===== src/shared/fetch_core_pkg.sv =====
// Shared constants and types for the two-stage fetch and execute core.
package fetch_core_pkg;
   localparam int PC_W   = 13;
   localparam int WORD_W = 14;
   localparam int DATA_W = 8;
   localparam int FILE_W = 7;
   localparam int PHASES_PER_CYCLE = 4;

   // Phase codes follow a Gray sequence around the instruction cycle.
   typedef enum logic [1:0] {
      PH_ONE   = 2'h0,
      PH_TWO   = 2'h1,
      PH_THREE = 2'h3,
      PH_FOUR  = 2'h2
   } phase_t;

   // Instruction word layout.
   localparam int JUMP_BIT  = 13;
   localparam int LIT_BIT   = 12;
   localparam int OP_HI     = 11;
   localparam int OP_LO     = 8;
   localparam int DEST_BIT  = 7;
   localparam int LIT_HI    = 7;
   localparam int FILE_HI   = 6;
   localparam int TARGET_HI = 12;

   typedef enum logic [3:0] {
      OP_NOP   = 4'h0,
      OP_MOVE  = 4'h1,
      OP_ADD   = 4'h2,
      OP_SUB   = 4'h3,
      OP_AND   = 4'h4,
      OP_IOR   = 4'h5,
      OP_XOR   = 4'h6,
      OP_RLF   = 4'h7,
      OP_RRF   = 4'h8,
      OP_COMF  = 4'h9,
      OP_INCF  = 4'hA,
      OP_DECF  = 4'hB,
      OP_CLR   = 4'hC,
      OP_STORE = 4'hD,
      OP_SWAP  = 4'hE,
      OP_RSVD  = 4'hF
   } alu_op_t;

   // Core registers seen in the data space.
   localparam logic [6:0] FILE_INDIRECT = 7'h00;
   localparam logic [6:0] FILE_PC_LOW   = 7'h02;
   localparam logic [6:0] FILE_STATUS   = 7'h03;
   localparam logic [6:0] FILE_INDEX    = 7'h04;

   localparam int ST_CARRY  = 0;
   localparam int ST_NIBBLE = 1;
   localparam int ST_ZERO   = 2;

   localparam logic [13:0] NOP_WORD     = 14'h0000;
   localparam logic [12:0] PC_RESET     = 13'h0000;
   localparam logic [7:0]  ACC_RESET    = 8'h00;
   localparam logic [7:0]  STATUS_RESET = 8'h00;
   localparam logic [7:0]  INDEX_RESET  = 8'h00;
endpackage


===== src/rtl/two_stage_fetch_execute_core.sv =====
// Four-phase sequencer, overlapped fetch and execute pipeline and ALU.
`timescale 1ns/100ps

module two_stage_fetch_execute_core (
   input  wire logic                             ref_clk_i,
   input  wire logic                             rst_n_i,
   output logic [fetch_core_pkg::PC_W-1:0]       prog_addr_o,
   output logic                                  prog_rd_o,
   input  wire logic [fetch_core_pkg::WORD_W-1:0] prog_data_i,
   output logic [fetch_core_pkg::FILE_W-1:0]     data_addr_o,
   output logic                                  data_rd_o,
   input  wire logic [fetch_core_pkg::DATA_W-1:0] data_rdata_i,
   output logic                                  data_wr_o,
   output logic [fetch_core_pkg::DATA_W-1:0]     data_wdata_o,
   output logic                                  phase_one_o,
   output logic                                  phase_two_o,
   output logic                                  phase_three_o,
   output logic                                  phase_four_o,
   output logic [fetch_core_pkg::WORD_W-1:0]     instr_o,
   output logic [fetch_core_pkg::DATA_W-1:0]     acc_o,
   output logic [fetch_core_pkg::DATA_W-1:0]     status_o
);
   import fetch_core_pkg::*;

   ////////////////////////////////////////////////////////////////////////
   phase_t              phase;
   phase_t              next_phase;
   logic                ent_one;
   logic                ent_two;
   logic                ent_three;
   logic                ent_four;
   logic                first;
   logic                flush;
   logic [PC_W-1:0]     pc;
   logic [PC_W-1:0]     target;
   logic [WORD_W-1:0]   instr;
   logic [DATA_W-1:0]   acc;
   logic [DATA_W-1:0]   status;
   logic [DATA_W-1:0]   index;
   logic [DATA_W-1:0]   operand;
   logic                is_jump;
   logic                is_lit;
   logic                is_file;
   alu_op_t             op;
   logic                to_file;
   logic [FILE_W-1:0]   eff_addr;
   logic                eff_core;
   logic                cur_core;
   logic [DATA_W-1:0]   core_rd;
   logic                writes;
   logic [DATA_W-1:0]   res;
   logic                res_c;
   logic                res_dc;
   logic                upd_c;
   logic                upd_dc;
   logic                upd_z;
   logic [DATA_W:0]     sum9;
   logic [DATA_W:0]     dif9;
   logic [4:0]          nsum;
   logic [4:0]          ndif;
   logic [DATA_W-1:0]   next_status;

   ////////////////////////////////////////////////////////////////////////
   // Phase sequencer; each input clock period is one phase.
   // four phase divider
   always_comb begin
      unique case (phase)
         PH_ONE:   next_phase = PH_TWO;
         PH_TWO:   next_phase = PH_THREE;
         PH_THREE: next_phase = PH_FOUR;
         PH_FOUR:  next_phase = PH_ONE;
      endcase
   end
   assign ent_one   = (phase == PH_FOUR);
   assign ent_two   = (phase == PH_ONE);
   assign ent_three = (phase == PH_TWO);
   assign ent_four  = (phase == PH_THREE);

   // Reset parks the sequencer in phase four so the next edge opens a cycle.
   always_ff @(posedge ref_clk_i or negedge rst_n_i) begin
      if (!rst_n_i) begin
         phase <= PH_FOUR;
      end else begin
         phase <= next_phase;
      end
   end
   always_ff @(posedge ref_clk_i or negedge rst_n_i) begin
      if (!rst_n_i) begin
         phase_one_o   <= 1'b0;
         phase_two_o   <= 1'b0;
         phase_three_o <= 1'b0;
         phase_four_o  <= 1'b1;
      end else begin
         phase_one_o   <= (next_phase == PH_ONE);
         phase_two_o   <= (next_phase == PH_TWO);
         phase_three_o <= (next_phase == PH_THREE);
         phase_four_o  <= (next_phase == PH_FOUR);
      end
   end

   ////////////////////////////////////////////////////////////////////////
   // Fetch side: program counter and instruction latch.
   // counter advances
   always_ff @(posedge ref_clk_i or negedge rst_n_i) begin
      if (!rst_n_i) begin
         pc <= PC_RESET;
      end else if (ent_one && !first) begin
         if (flush) begin
            pc <= target;
         end else begin
            pc <= pc + PC_W'(1);
         end
      end
   end
   assign prog_addr_o = pc;

   always_ff @(posedge ref_clk_i or negedge rst_n_i) begin
      if (!rst_n_i) begin
         prog_rd_o <= 1'b0;
      end else begin
         prog_rd_o <= ent_four;
      end
   end

   always_ff @(posedge ref_clk_i or negedge rst_n_i) begin
      if (!rst_n_i) begin
         first <= 1'b1;
      end else if (ent_one) begin
         first <= 1'b0;
      end
   end

   always_ff @(posedge ref_clk_i or negedge rst_n_i) begin
      if (!rst_n_i) begin
         instr <= NOP_WORD;
      end else if (ent_one) begin
         instr <= (first || flush) ? NOP_WORD : prog_data_i;
      end
   end
   assign instr_o = instr;

   always_ff @(posedge ref_clk_i or negedge rst_n_i) begin
      if (!rst_n_i) begin
         flush  <= 1'b0;
         target <= PC_RESET;
      end else if (ent_one) begin
         flush <= 1'b0;
      end else if (ent_four && is_jump) begin
         flush  <= 1'b1;
         target <= instr[TARGET_HI:0];
      end else if (ent_four && is_file && to_file && writes &&
                   data_addr_o == FILE_PC_LOW) begin
         flush  <= 1'b1;
         target <= {pc[PC_W-1:DATA_W], res};
      end
   end

   ////////////////////////////////////////////////////////////////////////
   // Decode of the latched word.
   assign is_jump = instr[JUMP_BIT];
   assign is_lit  = !instr[JUMP_BIT] && instr[LIT_BIT];
   assign is_file = !instr[JUMP_BIT] && !instr[LIT_BIT];
   assign op      = alu_op_t'(instr[OP_HI:OP_LO]);
   assign to_file = instr[DEST_BIT];
   assign writes  = (op != OP_NOP) && (op != OP_RSVD);

   assign eff_addr = (instr[FILE_HI:0] == FILE_INDIRECT) ?
                     index[FILE_W-1:0] : instr[FILE_HI:0];
   assign eff_core = (eff_addr == FILE_INDIRECT) ||
                     (eff_addr == FILE_PC_LOW) ||
                     (eff_addr == FILE_STATUS) ||
                     (eff_addr == FILE_INDEX);

   always_comb begin
      unique case (data_addr_o)
         FILE_PC_LOW: core_rd = pc[DATA_W-1:0];
         FILE_STATUS: core_rd = status;
         FILE_INDEX:  core_rd = index;
         default:     core_rd = 8'h00;
      endcase
   end

   ////////////////////////////////////////////////////////////////////////
   // Data memory port.
   // operand read
   always_ff @(posedge ref_clk_i or negedge rst_n_i) begin
      if (!rst_n_i) begin
         data_addr_o <= FILE_INDIRECT;
         data_rd_o   <= 1'b0;
         cur_core    <= 1'b1;
      end else begin
         data_rd_o <= ent_two && is_file && !eff_core;
         if (ent_two) begin
            data_addr_o <= eff_addr;
            cur_core    <= eff_core;
         end
      end
   end

   always_ff @(posedge ref_clk_i or negedge rst_n_i) begin
      if (!rst_n_i) begin
         operand <= 8'h00;
      end else if (ent_three) begin
         if (is_lit) begin
            operand <= instr[LIT_HI:0];
         end else if (cur_core) begin
            operand <= core_rd;
         end else begin
            operand <= data_rdata_i;
         end
      end
   end

   always_ff @(posedge ref_clk_i or negedge rst_n_i) begin
      if (!rst_n_i) begin
         data_wr_o    <= 1'b0;
         data_wdata_o <= 8'h00;
      end else begin
         data_wr_o <= ent_four && is_file && to_file && writes &&
                      !cur_core;
         if (ent_four) begin
            data_wdata_o <= res;
         end
      end
   end

   ////////////////////////////////////////////////////////////////////////
   // Arithmetic unit.
   // sums and borrows
   assign sum9 = {1'b0, operand} + {1'b0, acc};
   assign dif9 = {1'b0, operand} + {1'b0, ~acc} + 9'h001;
   assign nsum = {1'b0, operand[3:0]} + {1'b0, acc[3:0]};
   assign ndif = {1'b0, operand[3:0]} + {1'b0, ~acc[3:0]} + 5'h01;

   always_comb begin
      res    = operand;
      res_c  = status[ST_CARRY];
      res_dc = status[ST_NIBBLE];
      upd_c  = 1'b0;
      upd_dc = 1'b0;
      upd_z  = 1'b1;
      unique case (op)
         OP_ADD: begin
            res    = sum9[DATA_W-1:0];
            res_c  = sum9[DATA_W];
            res_dc = nsum[4];
            upd_c  = 1'b1;
            upd_dc = 1'b1;
         end
         OP_SUB: begin
            res    = dif9[DATA_W-1:0];
            res_c  = dif9[DATA_W];
            res_dc = ndif[4];
            upd_c  = 1'b1;
            upd_dc = 1'b1;
         end
         OP_AND:  res = operand & acc;
         OP_IOR:  res = operand | acc;
         OP_XOR:  res = operand ^ acc;
         OP_RLF: begin
            res   = {operand[DATA_W-2:0], status[ST_CARRY]};
            res_c = operand[DATA_W-1];
            upd_c = 1'b1;
            upd_z = 1'b0;
         end
         OP_RRF: begin
            res   = {status[ST_CARRY], operand[DATA_W-1:1]};
            res_c = operand[0];
            upd_c = 1'b1;
            upd_z = 1'b0;
         end
         OP_COMF: res = ~operand;
         OP_INCF: res = operand + 8'h01;
         OP_DECF: res = operand - 8'h01;
         OP_CLR:  res = 8'h00;
         OP_STORE: begin
            res   = acc;
            upd_z = 1'b0;
         end
         OP_SWAP: begin
            res   = {operand[3:0], operand[DATA_W-1:4]};
            upd_z = 1'b0;
         end
         OP_MOVE: res = operand;
         OP_NOP, OP_RSVD: upd_z = 1'b0;
      endcase
   end

   ////////////////////////////////////////////////////////////////////////
   // Commit in phase four.
   // accumulator update
   always_ff @(posedge ref_clk_i or negedge rst_n_i) begin
      if (!rst_n_i) begin
         acc <= ACC_RESET;
      end else if (ent_four && !is_jump && writes &&
                   (is_lit || !to_file)) begin
         acc <= res;
      end
   end
   assign acc_o = acc;

   // A software write to status is overridden by flags the ALU sets.
   always_comb begin
      next_status = status;
      if (is_file && to_file && writes && data_addr_o == FILE_STATUS) begin
         next_status = res;
      end
      if (upd_c) begin
         next_status[ST_CARRY] = res_c;
      end
      if (upd_dc) begin
         next_status[ST_NIBBLE] = res_dc;
      end
      if (upd_z) begin
         next_status[ST_ZERO] = (res == 8'h00);
      end
   end

   always_ff @(posedge ref_clk_i or negedge rst_n_i) begin
      if (!rst_n_i) begin
         status <= STATUS_RESET;
      end else if (ent_four && !is_jump) begin
         status <= next_status;
      end
   end
   assign status_o = status;

   always_ff @(posedge ref_clk_i or negedge rst_n_i) begin
      if (!rst_n_i) begin
         index <= INDEX_RESET;
      end else if (ent_four && is_file && to_file && writes &&
                   data_addr_o == FILE_INDEX) begin
         index <= res;
      end
   end

endmodule // two_stage_fetch_execute_core


===== config.mk =====
export PLATFORM = sky130hd
export DESIGN_NAME = two_stage_fetch_execute_core
export DESIGN_NICKNAME = d
export VERILOG_FILES = /design/src/shared/fetch_core_pkg.sv /design/src/rtl/two_stage_fetch_execute_core.sv
export SDC_FILE = /design/constraint.sdc
export NUM_CORES = 1
export LEC_CHECK = 0
export BUFFER_PORTS_ARGS = -buffer_cell sky130_fd_sc_hd__buf_2
export CAP_MARGIN = 40
export CORE_ASPECT_RATIO = 0.75
export CORE_UTILIZATION = 59
export DETAILED_ROUTE_END_ITERATION = 16
export GPL_TIMING_DRIVEN = 0
export PLACE_DENSITY = 0.83
export SLEW_MARGIN = 20
export SYNTH_ARGS = -nofsm -noshare
export SYNTH_HDL_FRONTEND = slang
export SYNTH_SLANG_ARGS = --single-unit

===== constraint.sdc =====
create_clock -name ref_clk_i -period 4.15 [get_ports ref_clk_i]
set_input_delay 0 -clock ref_clk_i [delete_from_list [all_inputs] [get_ports ref_clk_i]]
set_output_delay 0 -clock ref_clk_i [all_outputs]
set_load 0.05 [all_outputs]

After elaboration in Yosys (flattened, before gate mapping)
Index checks and enable logic that the tools add are counted.

Flip-flop bits (word level): 99. Input bits: 24. Output and inout port bits: 65. Word-level logic and storage cells: 139.

Add/sub/neg operators: 9. Equal/unequal tests: 30. Mux-type cells: 21. Bitwise logic cells: 7. Reductions and logical operators: 49.

Operators by type and width (number): $pmux W8 S13 (1); $mux W13 (3); $eq A4 B4 Y1 const B (8); $eq A7 B2 Y1 const B (4); $pmux W8 S3 (1); $logic_and A1 B1 Y1 (19); $add A8 B8 Y9 (2); $eq A4 B3 Y1 const B (4); $mux W8 (2); $not A8 Y8 (2); $eq A7 B3 Y1 const B (2); $logic_not A7 Y1 (2); $mux W14 (1); $add A13 B1 Y13 const B (1); $add A4 B4 Y5 (2); $add A9 B1 Y9 const B (1); $add A8 B1 Y8 const B (1); $and A8 B8 Y8 (1); $eq A2 B2 Y1 const B (4); $eq A4 B2 Y1 const B (2); $logic_not A8 Y1 (1); $mux W1 (8); $or A8 B8 Y8 (1); $pmux W2 S4 (1); 26 further kinds (42).

Depth between registers and ports, before layout
Gate-level depths: netlist (run 1).

Depth after elaboration: 9. Depth in mapped cells: 13. Depth with buffers taken out: 11.

Least setup slack after synthesis (run 1)
OpenSTA, ideal clock, no wires.

Path kind: register to register. Start: register operand[0]. End: register status[2] (netlist: status_o[2]). Setup time: 104 ps. Data arrival time: 3249 ps. Setup slack: 797 ps. Stages on the path, launching flop included: 13. Buffers on the path: 1. Clock period less this slack: 3353 ps. Cells stage by stage: dfrtp_1 -> clkbuf_1 -> inv_1 -> ha_1 -> fa_1 -> or3_1 -> and3_1 -> a221oi_1 -> o211ai_1 -> a21oi_1 -> nor2_1 -> or4_1 -> o41ai_2.

Cells in the longest elaborated chain, start to end: 5. Elaborated cells on any way between the ends: 13. Those cells by class: 5 x add/sub; 3 x mux; 4 x bitwise; 1 x reduce/logical.

RTL lines: from (decl) (RTL line two_stage_fetch_execute_core.sv:40) `logic [DATA_W-1:0] operand;`; from (signal assigned) (RTL line two_stage_fetch_execute_core.sv:205) `operand <= instr[LIT_HI:0];`; from (signal assigned) (RTL line two_stage_fetch_execute_core.sv:207) `operand <= core_rd;`; from (signal assigned) (RTL line two_stage_fetch_execute_core.sv:209) `operand <= data_rdata_i;`; $add A8 B8 Y9 (RTL line two_stage_fetch_execute_core.sv:231) `assign dif9 = {1'b0, operand} + {1'b0, ~acc} + 9'h001;`; $add A9 B1 Y9 (RTL line two_stage_fetch_execute_core.sv:231); $pmux W8 S13 (*) (RTL line two_stage_fetch_execute_core.sv:242) `unique case (op)`; $logic_not A8 Y1 or $mux W3 (tied branches) (RTL line two_stage_fetch_execute_core.sv:315, two_stage_fetch_execute_core.sv:305); $mux W1 (*) (RTL line two_stage_fetch_execute_core.sv:314) `if (upd_z) begin`; to (signal assigned) (RTL line two_stage_fetch_execute_core.sv:323) `status <= next_status;`; to (decl) (RTL line two_stage_fetch_execute_core.sv:38) `logic [DATA_W-1:0] status;`.

Mark *: on every way between the ends. The rest lies on a longest branch, timed or not. The select of a mux whose other input is x is not followed. A chain may end at the register's enable or synchronous reset.

Worst setup path in the final report (run 1)
Same ends and word-level chain as after synthesis.

==> results of run 1 <==
[routing by layer]
layer  wire length, um  global-route usage (%)  up-vias
met5                 0                       0        -
met4               637                    11.0        0
met3              3280                    11.1       88
met2              9290                    55.8      592
met1              9760                    63.1     3347
li1                  -                       -     3054
[report_power, final]
part / internal [uW] / switching (uW)
Combinational: 540 / 1310
Sequential: 1130 / 224
Clock: 549 / 387
Total: 2220 / 1920
[through the flow]
stage / TNS, ns / cells
2_1_floorplan: 0 / 770
3_3_place_gp: 0 / 994
3_5_place_dp: -0.0130 / 997
4_1_cts: 0 / 1028
5_1_grt: 0 / 1031
6_report: 0 / 1031
[registers in the layout, summed over array words and instances, names as in the netlist]
signal and cells:
data_wdata_o 8, target 13, prog_rd_o 1, prog_addr_o 13
phase_two_o 1, phase_one_o 1, cur_core 1, phase_three_o 1
instr_o 14, operand 8, flush 1, data_wr_o 1
index 8, status_o 8, data_rd_o 1, data_addr_o 7
phase_four_o 1, acc_o 8, phase 2, first 1
[worst max-delay path: cells and delay by family, from the launching register on]
family / cells / cell delay, ns
AO/OA/AOI/OAI: 4 / 0.90
adder cells (fa/ha/maj): 2 / 0.68
buffers and inverters: 2 / 0.43
flip-flops: 1 / 0.44
AND/OR/NAND/NOR: 4 / 1.42
[what timing repair did]
| action | in CTS | in global routing |
|---|---|---|
| cloned | 0 | 0 |
| hold buffers | 15 | 0 |
| hold endpoints to repair | 109 | 0 |
| resized for setup | 1 | 3 |
| endpoints found under the setup margin | 1 | 1 |
[cells in the final DEF, fill, tap and decap left out, types with 6 or more instances in the layout]
| cell | Yosys | layout |
|---|---|---|
| or4_1 | 6 | 6 |
| dlygate4sd3_1 | 0 | 15 |
| mux2i_1 | 14 | 14 |
| nor2_1 | 70 | 70 |
| clkbuf_16 | 0 | 9 |
| clkbuf_1 | 35 | 35 |
| nor3_1 | 23 | 23 |
| a22o_1 | 12 | 12 |
| a21oi_1 | 68 | 68 |
| and3_1 | 10 | 10 |
| o31ai_1 | 8 | 8 |
| o21ai_0 | 69 | 69 |
| mux2_2 | 16 | 16 |
| a31oi_1 | 14 | 14 |
| nand2_1 | 85 | 85 |
| a221oi_1 | 9 | 9 |
| o211ai_1 | 7 | 7 |
| nand2b_1 | 10 | 10 |
| buf_2 | 7 | 99 |
| inv_1 | 36 | 36 |
| a211oi_1 | 14 | 14 |
| dfrtp_1 | 95 | 95 |
| a32oi_1 | 6 | 6 |
| o22ai_1 | 10 | 10 |
| ha_1 | 26 | 26 |
| nand3_1 | 15 | 15 |
[final cells by class]
type | count | share of cell area, %
flip-flops and latches | 99 | 32.2
clock buffers | 11 | 3.15
inverters | 40 | 1.95
repair buffers | 109 | 8.46
plain buffers | 52 | 3.34
well taps | 136 | 2.21
clock inverters | 5 | 1.07
multi-input cells | 579 | 47.6
[kinds of logic (layout without fill, tap and decap cells)]
group / Yosys count / in the layout / share of synthesized area (%)
AO/OA/AOI/OAI: 266 / 266 / 26.5
flip-flops: 99 / 99 / 37.9
multiplexers: 31 / 31 / 5.07
AND/OR/NAND/NOR: 252 / 252 / 18.5
buffers and inverters: 92 / 217 / 6.21
adder cells (fa/ha/maj): 28 / 28 / 5.58
XOR/XNOR: 2 / 2 / 0.268
[worst max path at each step]
stage	start	to	slack, ns	cells past startpoint
after floorplan	operand[0]	status_o[2]	0.80	12
after global placement	operand[0]	status_o[2]	0.06	12
after detailed placement	operand[0]	status_o[2]	-0.01	12
after CTS	operand[0]	status_o[2]	0.22	12
after global routing	operand[0]	status_o[2]	0.009	12
final	operand[0]	status_o[2]	0.15	12
==> results.md, run 1 <==
* Unrepaired setup endpoints after global routing: no
* Async set-reset flop share out of synthesis at 100%
* WS Path Type: flop to flop
* Worst endpoint required time at 4.39 ns
* Utilization after layout at 73.2%
* Max IR drop VDD at 0.352 mV
* Iter 0 DRT Violations at 1097
* Endpoints failing setup at 0
* Synth warnings at 0
* Total setup buffers inserted after CTS at 0
* Post-Syn Area at 6540 um2
* Seq. cell area at 2480 um2
* RR Endpoint: status_o[2]
* Post-synthesis cell count at 770
* Worst slack, placed at -0.0130 ns
* Wirelength per Cell at 22.3 um
* Fin. Hold Viols at 0
* Buffers on Ports at 88
* Core area at about 11000 um2
* Max Root-Sink Buffers at 2
* Post-synth EDFFs at 0
* Clk_skew at 0.0106 ns
* Min Hold Slack at 0.0443 ns
* Tmin final at 4.00 ns
* Initial antenna violation count at 0
* Via count at 7081
* Max stage delay on crit path at about 0.58 ns
* Worst setup margin at 0.151 ns
* Clock sink count at 99
* Post-synth top cells: 95 x dfrtp_1, 85 x nand2_1, 70 x nor2_1
* Max Clock Freq at 250 MHz
* Cts bufs inserted at 9
* Layout cells sized above 1 at 18.3%
* Clock slew at reported path FFs at 0.07 ns
* Core Rows at 32
* Post-route ant nets at 0
* Final Instance Area at just under 8000 um2
* Final number of max-transition violations at 0
* Die area at 11500 um2
* Crit Path Max Fanout at 10
* Grt ovf at 0
* Drt total wl at roughly 23 mm
* Syn_area_per_cell at 8.50 um2
* # IOs at 89
* Startpoint class of the critical path: flop
* FILL cells at 815
* Root cell of the clock tree: clkbuf_16
* Area Growth Syn to Fin at 17.8%
* Power after layout at just over 4000 uW
* N_diodes at 0
* Worst reg2reg path depth at 12
* Seq/Total Area, Yosys at 37.9%
* DRC viols at 0
* FF-to-FF Start: operand[0]
* Post-synth top flop: dfrtp_1
* Crit. End Element: flop
* Most common cell in the netlist: dfrtp_1
* Post-Place Cell Area at 7210 um2
* Yosys top cell area share at 36.3%
* Hold WC Path Type: primary input to asynchronous set/reset pin
* Flops & latches, synth at roughly 100
* Register-to-register setup slack at 0.15 ns
* Tcrit/Tclk final at between 90% and 100%
* Max Cap Viol at 0
* Pwr/cell area at 537 nW/um2
* Largest net degree at the start of global routing at 87
* Worst-Skew Late Latency at 0.35 ns
* Vias in the first global route at 6351
* Initial Util at 62.1%
* Post-detail-place hpwl at between 15 and 20 mm
* Vias/cell at 6.87
* Nets at roughly 940
* Synth area leaders: dfrtp_1 36%, o21ai_0 5.3%, a21oi_1 5.2%
* Area leader, netlist: dfrtp_1
* Pre-Repair DR Iteration Count at 6
* H-Tree Depth at 3
* Gr usage total at between 40% and 50%
* CP cell instances: buf_2, inv_1, ha_1, fa_1, or3_1, and3_1, a221oi_1, o211ai_1, a21oi_1, nor2_1, or4_1, o41ai_2
* Status: completed
* Slew headroom at between 40% and 50%
* CP max stage cell: or4_1
* Multi-input logic area at 3670 um2
* Static Leak at 0.00354 uW
* Die Height at 93.2 um
* DIE WIDTH at 124 um
* CP arrival at 4.23 ns
* Tightest Pin Transition at 0.892 ns
* Number of unique standard cell types used by synthesis at 78
* Post-synth net total at 822
* First-pass GRT wire length at 35.3 mm
* Placer Congestion at 0.991
* CTS tree: yes
(Power assumes the default switching activity.)
==> run 2, diff against run 1 <==
--- a/config.mk
+++ b/config.mk
@@ -11,7 +11,7 @@
 export CORE_UTILIZATION = 59
 export DETAILED_ROUTE_END_ITERATION = 16
 export GPL_TIMING_DRIVEN = 0
-export PLACE_DENSITY = 0.83
+export PLACE_DENSITY = 0.81
 export SLEW_MARGIN = 20
 export SYNTH_ARGS = -nofsm -noshare
 export SYNTH_HDL_FRONTEND = slang
==> run 2 against run 1 <==
Net effect:
- non-clock buffer count is 1 lower
- core utilization is 0.29 points higher
- clock skew hardly changed
- final cell count stayed put
- critical path depth stayed put
==> results.md, run 2 (synthesis gave the netlist of run 1 again) <==
* Switching share of power at 45.9% (-0.48 points)
* Setup tns final at 0 ns (unchanged)
* Placer Congestion at 1.02 (+2.9%)
* FILL cells at 771 (-5.4%)
* Largest net degree at the start of global routing at 73 (-16%)
* Min Hold Slack at 0.0986 ns (+0.0543 ns)
* Endpoints failing setup at 0 (unchanged)
* Max Root-Sink Buffers at 2 (unchanged)
* Crit Path Max Fanout at 10 (unchanged)
* Tightest Pin Transition at 0.883 ns (-0.00940 ns)
* Post-detail-place hpwl at 17.5 mm (+3.8%)
* Tcrit/Tclk final at 97.6% (+1.3 points)
* Clk pwr share at 23.9% (+1.3 points)
* Max Cap Viol at 0 (unchanged)
* CP endpoint: status_o[2]
* Vias in the first global route at 6528 (+2.8%)
* First-pass GRT wire length at 36.8 mm (+4.3%)
* Seq. cell area at 2480 um2 (unchanged)
* Clock sink count at 99 (unchanged)
* Wirelength per Cell at 23.2 um (+4.3%)
* Int Power at 2280 uW (+2.9%)
* Static Leak at 0.00355 uW (+0.32%)
* Post-Place Cell Area at 7210 um2 (unchanged)
* Core Rows at 32 (unchanged)
* Max Clock Freq at 247 MHz (-1.3%)
* Nets at 941 (-0.11%)
* Core area at 10500 um2 (unchanged)
* Via count at 6991 (-1.3%)
* RR Endpoint: status_o[2]
* WS Path Type: flop to flop
* Status: completed
* Pwr/cell area at 545 nW/um2 (+1.6%)
* Vias/cell at 6.78 (-1.3%)
* Post-Place Cells at 997 (unchanged)
* Drt total wl at 24.0 mm (+4.3%)
* Worst setup margin at 0.0988 ns (-0.0524 ns)
* Initial antenna violation count at 0 (unchanged)
* Worst-Skew Late Latency at 0.35 ns (about the same)
* # IOs at 89 (unchanged)
* Max IR drop VDD at 0.390 mV (+11%)
* Most frequent cells in the layout: 97 x buf_2, 95 x dfrtp_1, 85 x nand2_1, 70 x nor2_1, 69 x o21ai_0
* Iter 0 DRT Violations at 1163 (+6.0%)
* FF-to-FF Start: operand[0]
* Multi-input logic area at 3670 um2 (about the same)
* Final Instance Area at 7740 um2 (+0.39%)
* Gr usage total at 43.4% (+2.3 points)
* Die area at 11500 um2 (unchanged)
* Critical path startpoint: operand[0]
* H-Tree Depth at 3 (unchanged)
* Layout cells sized above 1 at 18.5% (+0.13 points)
* Sequential power share at 32.1% (-0.7 points)
* Grt ovf at 0 (unchanged)
* Buffers on Ports at 88 (unchanged)
* CP arrival at 4.29 ns (+0.06 ns)
* Clk_skew at 0.0109 ns (+0.000265 ns)
* Hold WC Path Type: primary input to asynchronous set/reset pin
* Most common cell after layout, fill and taps aside: buf_2
* Crit. End Element: flop
* Worst reg2reg path depth at 12 (unchanged)
* Startpoint class of the critical path: flop
* Number of flip-flops in the largest register at 14 (unchanged)
* DRC viols at 0 (unchanged)
* Area Growth Syn to Fin at 18.2%
* Worst endpoint required time at 4.39 ns (about the same)
* Part of the power in combinational logic at 44.0% (-0.6 points)
* Final Non-Filler Cells at 1031 (unchanged)
* Final number of max-transition violations at 0 (unchanged)
* Clock slew at reported path FFs at 0.07 ns (about the same)
* Worst slack, placed at 0.00629 ns (+0.0193 ns)
* Post-route ant nets at 0 (unchanged)
* DIE WIDTH at 124 um (unchanged)
* Register-to-register setup slack at 0.1 ns (-0.05 ns)
* Sw power at 1940 uW (+0.91%)
* Unrepaired setup endpoints after global routing: no
* Initial Util at 62.1% (unchanged)
* Tmin final at 4.05 ns (+0.0524 ns)
* Die Height at 93.2 um (unchanged)
* Pre-Repair DR Iteration Count at 6 (unchanged)
* CTS tree: yes
* Slew headroom at 40.4% (about the same)
* Fin. Hold Viols at 0 (unchanged)
* Cts bufs inserted at 9 (unchanged)
* Root cell of the clock tree: clkbuf_16
==> run 2: repair_timing <==
action | 4_1_cts | 5_1_grt
hold endpoints to repair | 111 | 0
buffers inserted | 0 | 0
pin swaps | 0 | 0
hold buffers | 15 | 0
endpoints found under the setup margin | 1 | 1
gates resized for setup | 1 | 2
==> run 2: final cells by class <==
type | count | area share [%]
Clock inverter | 6 | 1.55
Sequential cell | 99 | 32.1
Buffer | 52 | 3.35
Antenna cell | 1 | 0.0323
Tap cell | 136 | 2.20
Clock buffer | 10 | 3.09
Inverter | 40 | 1.94
Multi-Input combinational cell | 579 | 47.4
Timing Repair Buffer | 108 | 8.36
==> run 2: power by group through the flow <==
stage	clock network (uW)	logic, uW	registers [uW]
3_5_place_dp	0	1790	1350
5_1_grt	1050	1970	1370
3_3_place_gp	0	1740	1340
4_1_cts	1010	1810	1340
2_1_floorplan	0	841	1720
6_report	1010	1860	1360
==> run 2: worst min path at each step <==
stage               startpoint          end  slack, ns
2_1_floorplan          rst_n_i     acc_o[0]      -0.30
3_3_place_gp   prog_data_i[11]  instr_o[11]       0.20
3_5_place_dp           rst_n_i     acc_o[6]      -0.11
4_1_cts                rst_n_i     acc_o[1]       0.09
5_1_grt                rst_n_i   operand[1]       0.14
6_report               rst_n_i   operand[1]        0.1
==> run 2: critical path, cell delays in order (launching register included) <==
cell	delay, ns
dfrtp_1	0.44
clkbuf_2	0.29
inv_1	0.14
ha_1	0.25
fa_1	0.45
or3_1	0.44
and3_1	0.23
a221oi_1	0.30
o211ai_1	0.19
a21oi_1	0.22
nor2_1	0.20
or4_1	0.57
o41ai_2	0.21
==> run 2: stage by stage <==
stage          total power [uW]  utilization [%]
4_1_cts                    4150             73.3
5_1_grt                    4390             73.5
3_5_place_dp               3140             68.5
6_report                   4220             73.5
3_3_place_gp               3080             67.9
2_1_floorplan              2560                -
==> run 2: per-layer routing <==
metal	routed length (um)	up-vias	track usage (%)
met2	10200	499	61.1
met3	2860	56	9.76
li1	-	3060	-
met4	467	0	12.3
met5	0	-	0
met1	10500	3376	65.8
==> run 3, diff against run 2 <==
--- a/config.mk
+++ b/config.mk
@@ -7,7 +7,7 @@
 export LEC_CHECK = 0
 export BUFFER_PORTS_ARGS = -buffer_cell sky130_fd_sc_hd__buf_2
 export CAP_MARGIN = 40
-export CORE_ASPECT_RATIO = 0.75
+export CORE_ASPECT_RATIO = 2
 export CORE_UTILIZATION = 59
 export DETAILED_ROUTE_END_ITERATION = 16
 export GPL_TIMING_DRIVEN = 0
==> run 3 against run 2 <==
Net effect:
- worst setup slack improved by 0.011 ns
- core utilization fell by 3.0 points
- clock-buffer cell count down 1
- first-iteration DRC count is 42% lower
- via count is 0.36% lower
- sequential share of layout area increased by 0.30 points
- final cell count rose by 0.29%
- critical endpoint unchanged
- largest cell class unchanged
==> results.md, run 3 (synthesis gave the netlist of run 1 again) <==
* Status: completed
* Layout cells sized above 1 at 18.3% (-0.11 points)
* Max Cap Viol at 0 (unchanged)
* Core Rows at 54 (+69%)
* CP arrival at 4.29 ns (about the same)
* FILL cells at 873 (+13%)
* Gr usage total at 43.1% (-0.31 points)
* Root cell of the clock tree: clkbuf_16
* Iter 0 DRT Violations at 673 (-42%)
* CTS tree: yes
* Vias in the first global route at 6846 (+4.9%)
* Post-route ant nets at 0 (unchanged)
* Startpoint class of the critical path: flop
* Slew headroom at 39.8% (-0.60 points)
* Largest net degree at the start of global routing at 78 (+6.8%)
* Vias/cell at 6.74 (-0.65%)
* Clk_skew at 0.0132 ns (+0.00235 ns)
* Unrepaired setup endpoints after global routing: no
* Post-Place Cells at 1002 (+0.50%)
* WS Path Type: flop to flop
* Most common cell after layout, fill and taps aside: buf_2
* H-Tree Depth at 3 (unchanged)
* Final number of max-transition violations at 0 (unchanged)
* Crit path max-delay family: compound AO/OA/AOI/OAI gates
* Initial Util at 60.2% (-2.0 points)
* Via count at 6966 (-0.36%)
* Max stage delay on crit path at 0.58 ns (about the same)
* Tightest Pin Transition at 0.901 ns (+0.0182 ns)
* Grt ovf at 0 (unchanged)
* Final Instance Area at 7660 um2 (-0.94%)
* Initial antenna violation count at 0 (unchanged)
* Post-detail-place hpwl at 18.3 mm (+4.8%)
* Multi-input logic area at 3670 um2 (unchanged)
* Tcrit/Tclk final at 97.4% (-0.25 points)
* First-pass GRT wire length at 37.2 mm (+1.2%)
* Area Growth Syn to Fin at 17.1%
* RR Endpoint: status_o[2]
* Clock sink count at 99 (unchanged)
* Die Height at 151 um (+62%)
* Utilization after layout at 70.5% (-3.0 points)
* Placer Congestion at 1.00 (-1.5%)
* Core area at 10900 um2 (+3.3%)
* Register-to-register setup slack at 0.11 ns (about the same)
* Worst reg2reg path depth at 11 (-1)
* Wirelength per Cell at 23.9 um (+2.7%)
* Buf/Inv on CP at 2 (unchanged)
* N_diodes at 0 (-1)
* Final Non-Filler Cells at 1034 (+0.29%)
* Worst-Skew Late Latency at 0.35 ns (about the same)
* Tmin final at 4.04 ns (-0.0105 ns)
* Worst endpoint required time at 4.40 ns (about the same)
* DIE WIDTH at 76.5 um (-38%)
* Post-Place Cell Area at 7220 um2 (+0.17%)
* # IOs at 89 (unchanged)
* Max Root-Sink Buffers at 2 (unchanged)
* Endpoints failing setup at 0 (unchanged)
* Seq. cell area at 2480 um2 (unchanged)
* Cts bufs inserted at 9 (unchanged)
* Max IR drop VDD at 0.411 mV (+5.4%)
* Most frequent cells in the layout: 98 x buf_2, 95 x dfrtp_1, 85 x nand2_1, 70 x nor2_1, 69 x o21ai_0
* Buffers on Ports at 88 (unchanged)
* Clock slew at reported path FFs at 0.08 ns (about the same)
* FF-to-FF Start: operand[0]
* Die area at 11500 um2 (+0.19%)
* DRC viols at 0 (unchanged)
* CP max stage cell: a2111oi_0
* CP cell instances: buf_2, inv_1, ha_1, fa_1, or3_1, a31oi_1, o21ai_0, a2111oi_0, nor2_1, o221a_2, o41ai_2
* Crit. End Element: flop
* Drt total wl at 24.7 mm (+3.0%)
* Crit Path Max Fanout at 10 (unchanged)
* Nets at 941 (unchanged)
* Static Leak at 0.00352 uW (-0.88%)
* Hold WC Path Type: primary input to asynchronous set/reset pin
* Pre-Repair DR Iteration Count at 7 (+1)
* Max Clock Freq at 247 MHz (+0.26%)
* Number of flip-flops in the largest register at 14 (unchanged)
* Fin. Hold Viols at 0 (unchanged)
* Pwr/cell area at 527 nW/um2 (-3.4%)
-- run 3: repair_timing --
action,4_1_cts,5_1_grt
setup buffers,0,0
gates cloned,0,0
endpoints found under the hold margin,110,0
resized for setup,1,1
hold buffers,15,0
setup endpoints to repair,4,1
-- run 3: worst max-delay path by stage --
stage          cells past startpoint          end        from  slack [ns]
4_1_cts                           12  status_o[2]  operand[0]        0.13
6_report                          11  status_o[2]  operand[0]        0.11
2_1_floorplan                     12  status_o[2]  operand[0]        0.80
3_5_place_dp                      12  status_o[2]  operand[0]       -0.07
5_1_grt                           12  status_o[2]  operand[0]        0.02
3_3_place_gp                      12  status_o[2]  operand[0]      -0.005
-- run 3: report_power, final --
part	switching, uW	total, uW	internal, uW
Combinational	1320	1860	538
Sequential	217	1350	1130
Clock	412	831	420
Total	1950	4040	2090
-- run 3: stage by stage --
stage | TNS (ns) | total power [uW] | hold slack [ns] | setup WS [ns]
6_report | 0 | 4040 | 0.0556 | 0.109
4_1_cts | 0 | 3970 | 0.0674 | 0.135
3_3_place_gp | -0.00544 | 3100 | 0.211 | -0.00544
3_5_place_dp | -0.108 | 3140 | -0.135 | -0.0705
2_1_floorplan | 0 | 2560 | -0.296 | 0.797
5_1_grt | 0 | 4180 | 0.0820 | 0.0213
-- run 3: area by class of cell --
| cell class | count | area share [%] |
|---|---|---|
| Buffer | 52 | 3.36 |
| Clock buffer | 9 | 2.94 |
| Clock inverter | 7 | 0.784 |
| Inverter | 40 | 1.96 |
| Multi-Input combinational cell | 579 | 47.8 |
| Sequential cell | 99 | 32.4 |
| Tap cell | 140 | 2.29 |
| Timing Repair Buffer | 108 | 8.44 |
-- run 3: routing by layer --
metal  share of wire (%)  track usage, %  wire length, um
met5                   0               0                0
met4                 8.6            35.8             2130
met3                 7.3            6.63             1810
met2                  52            79.0            12800
met1                  32            42.3             7960
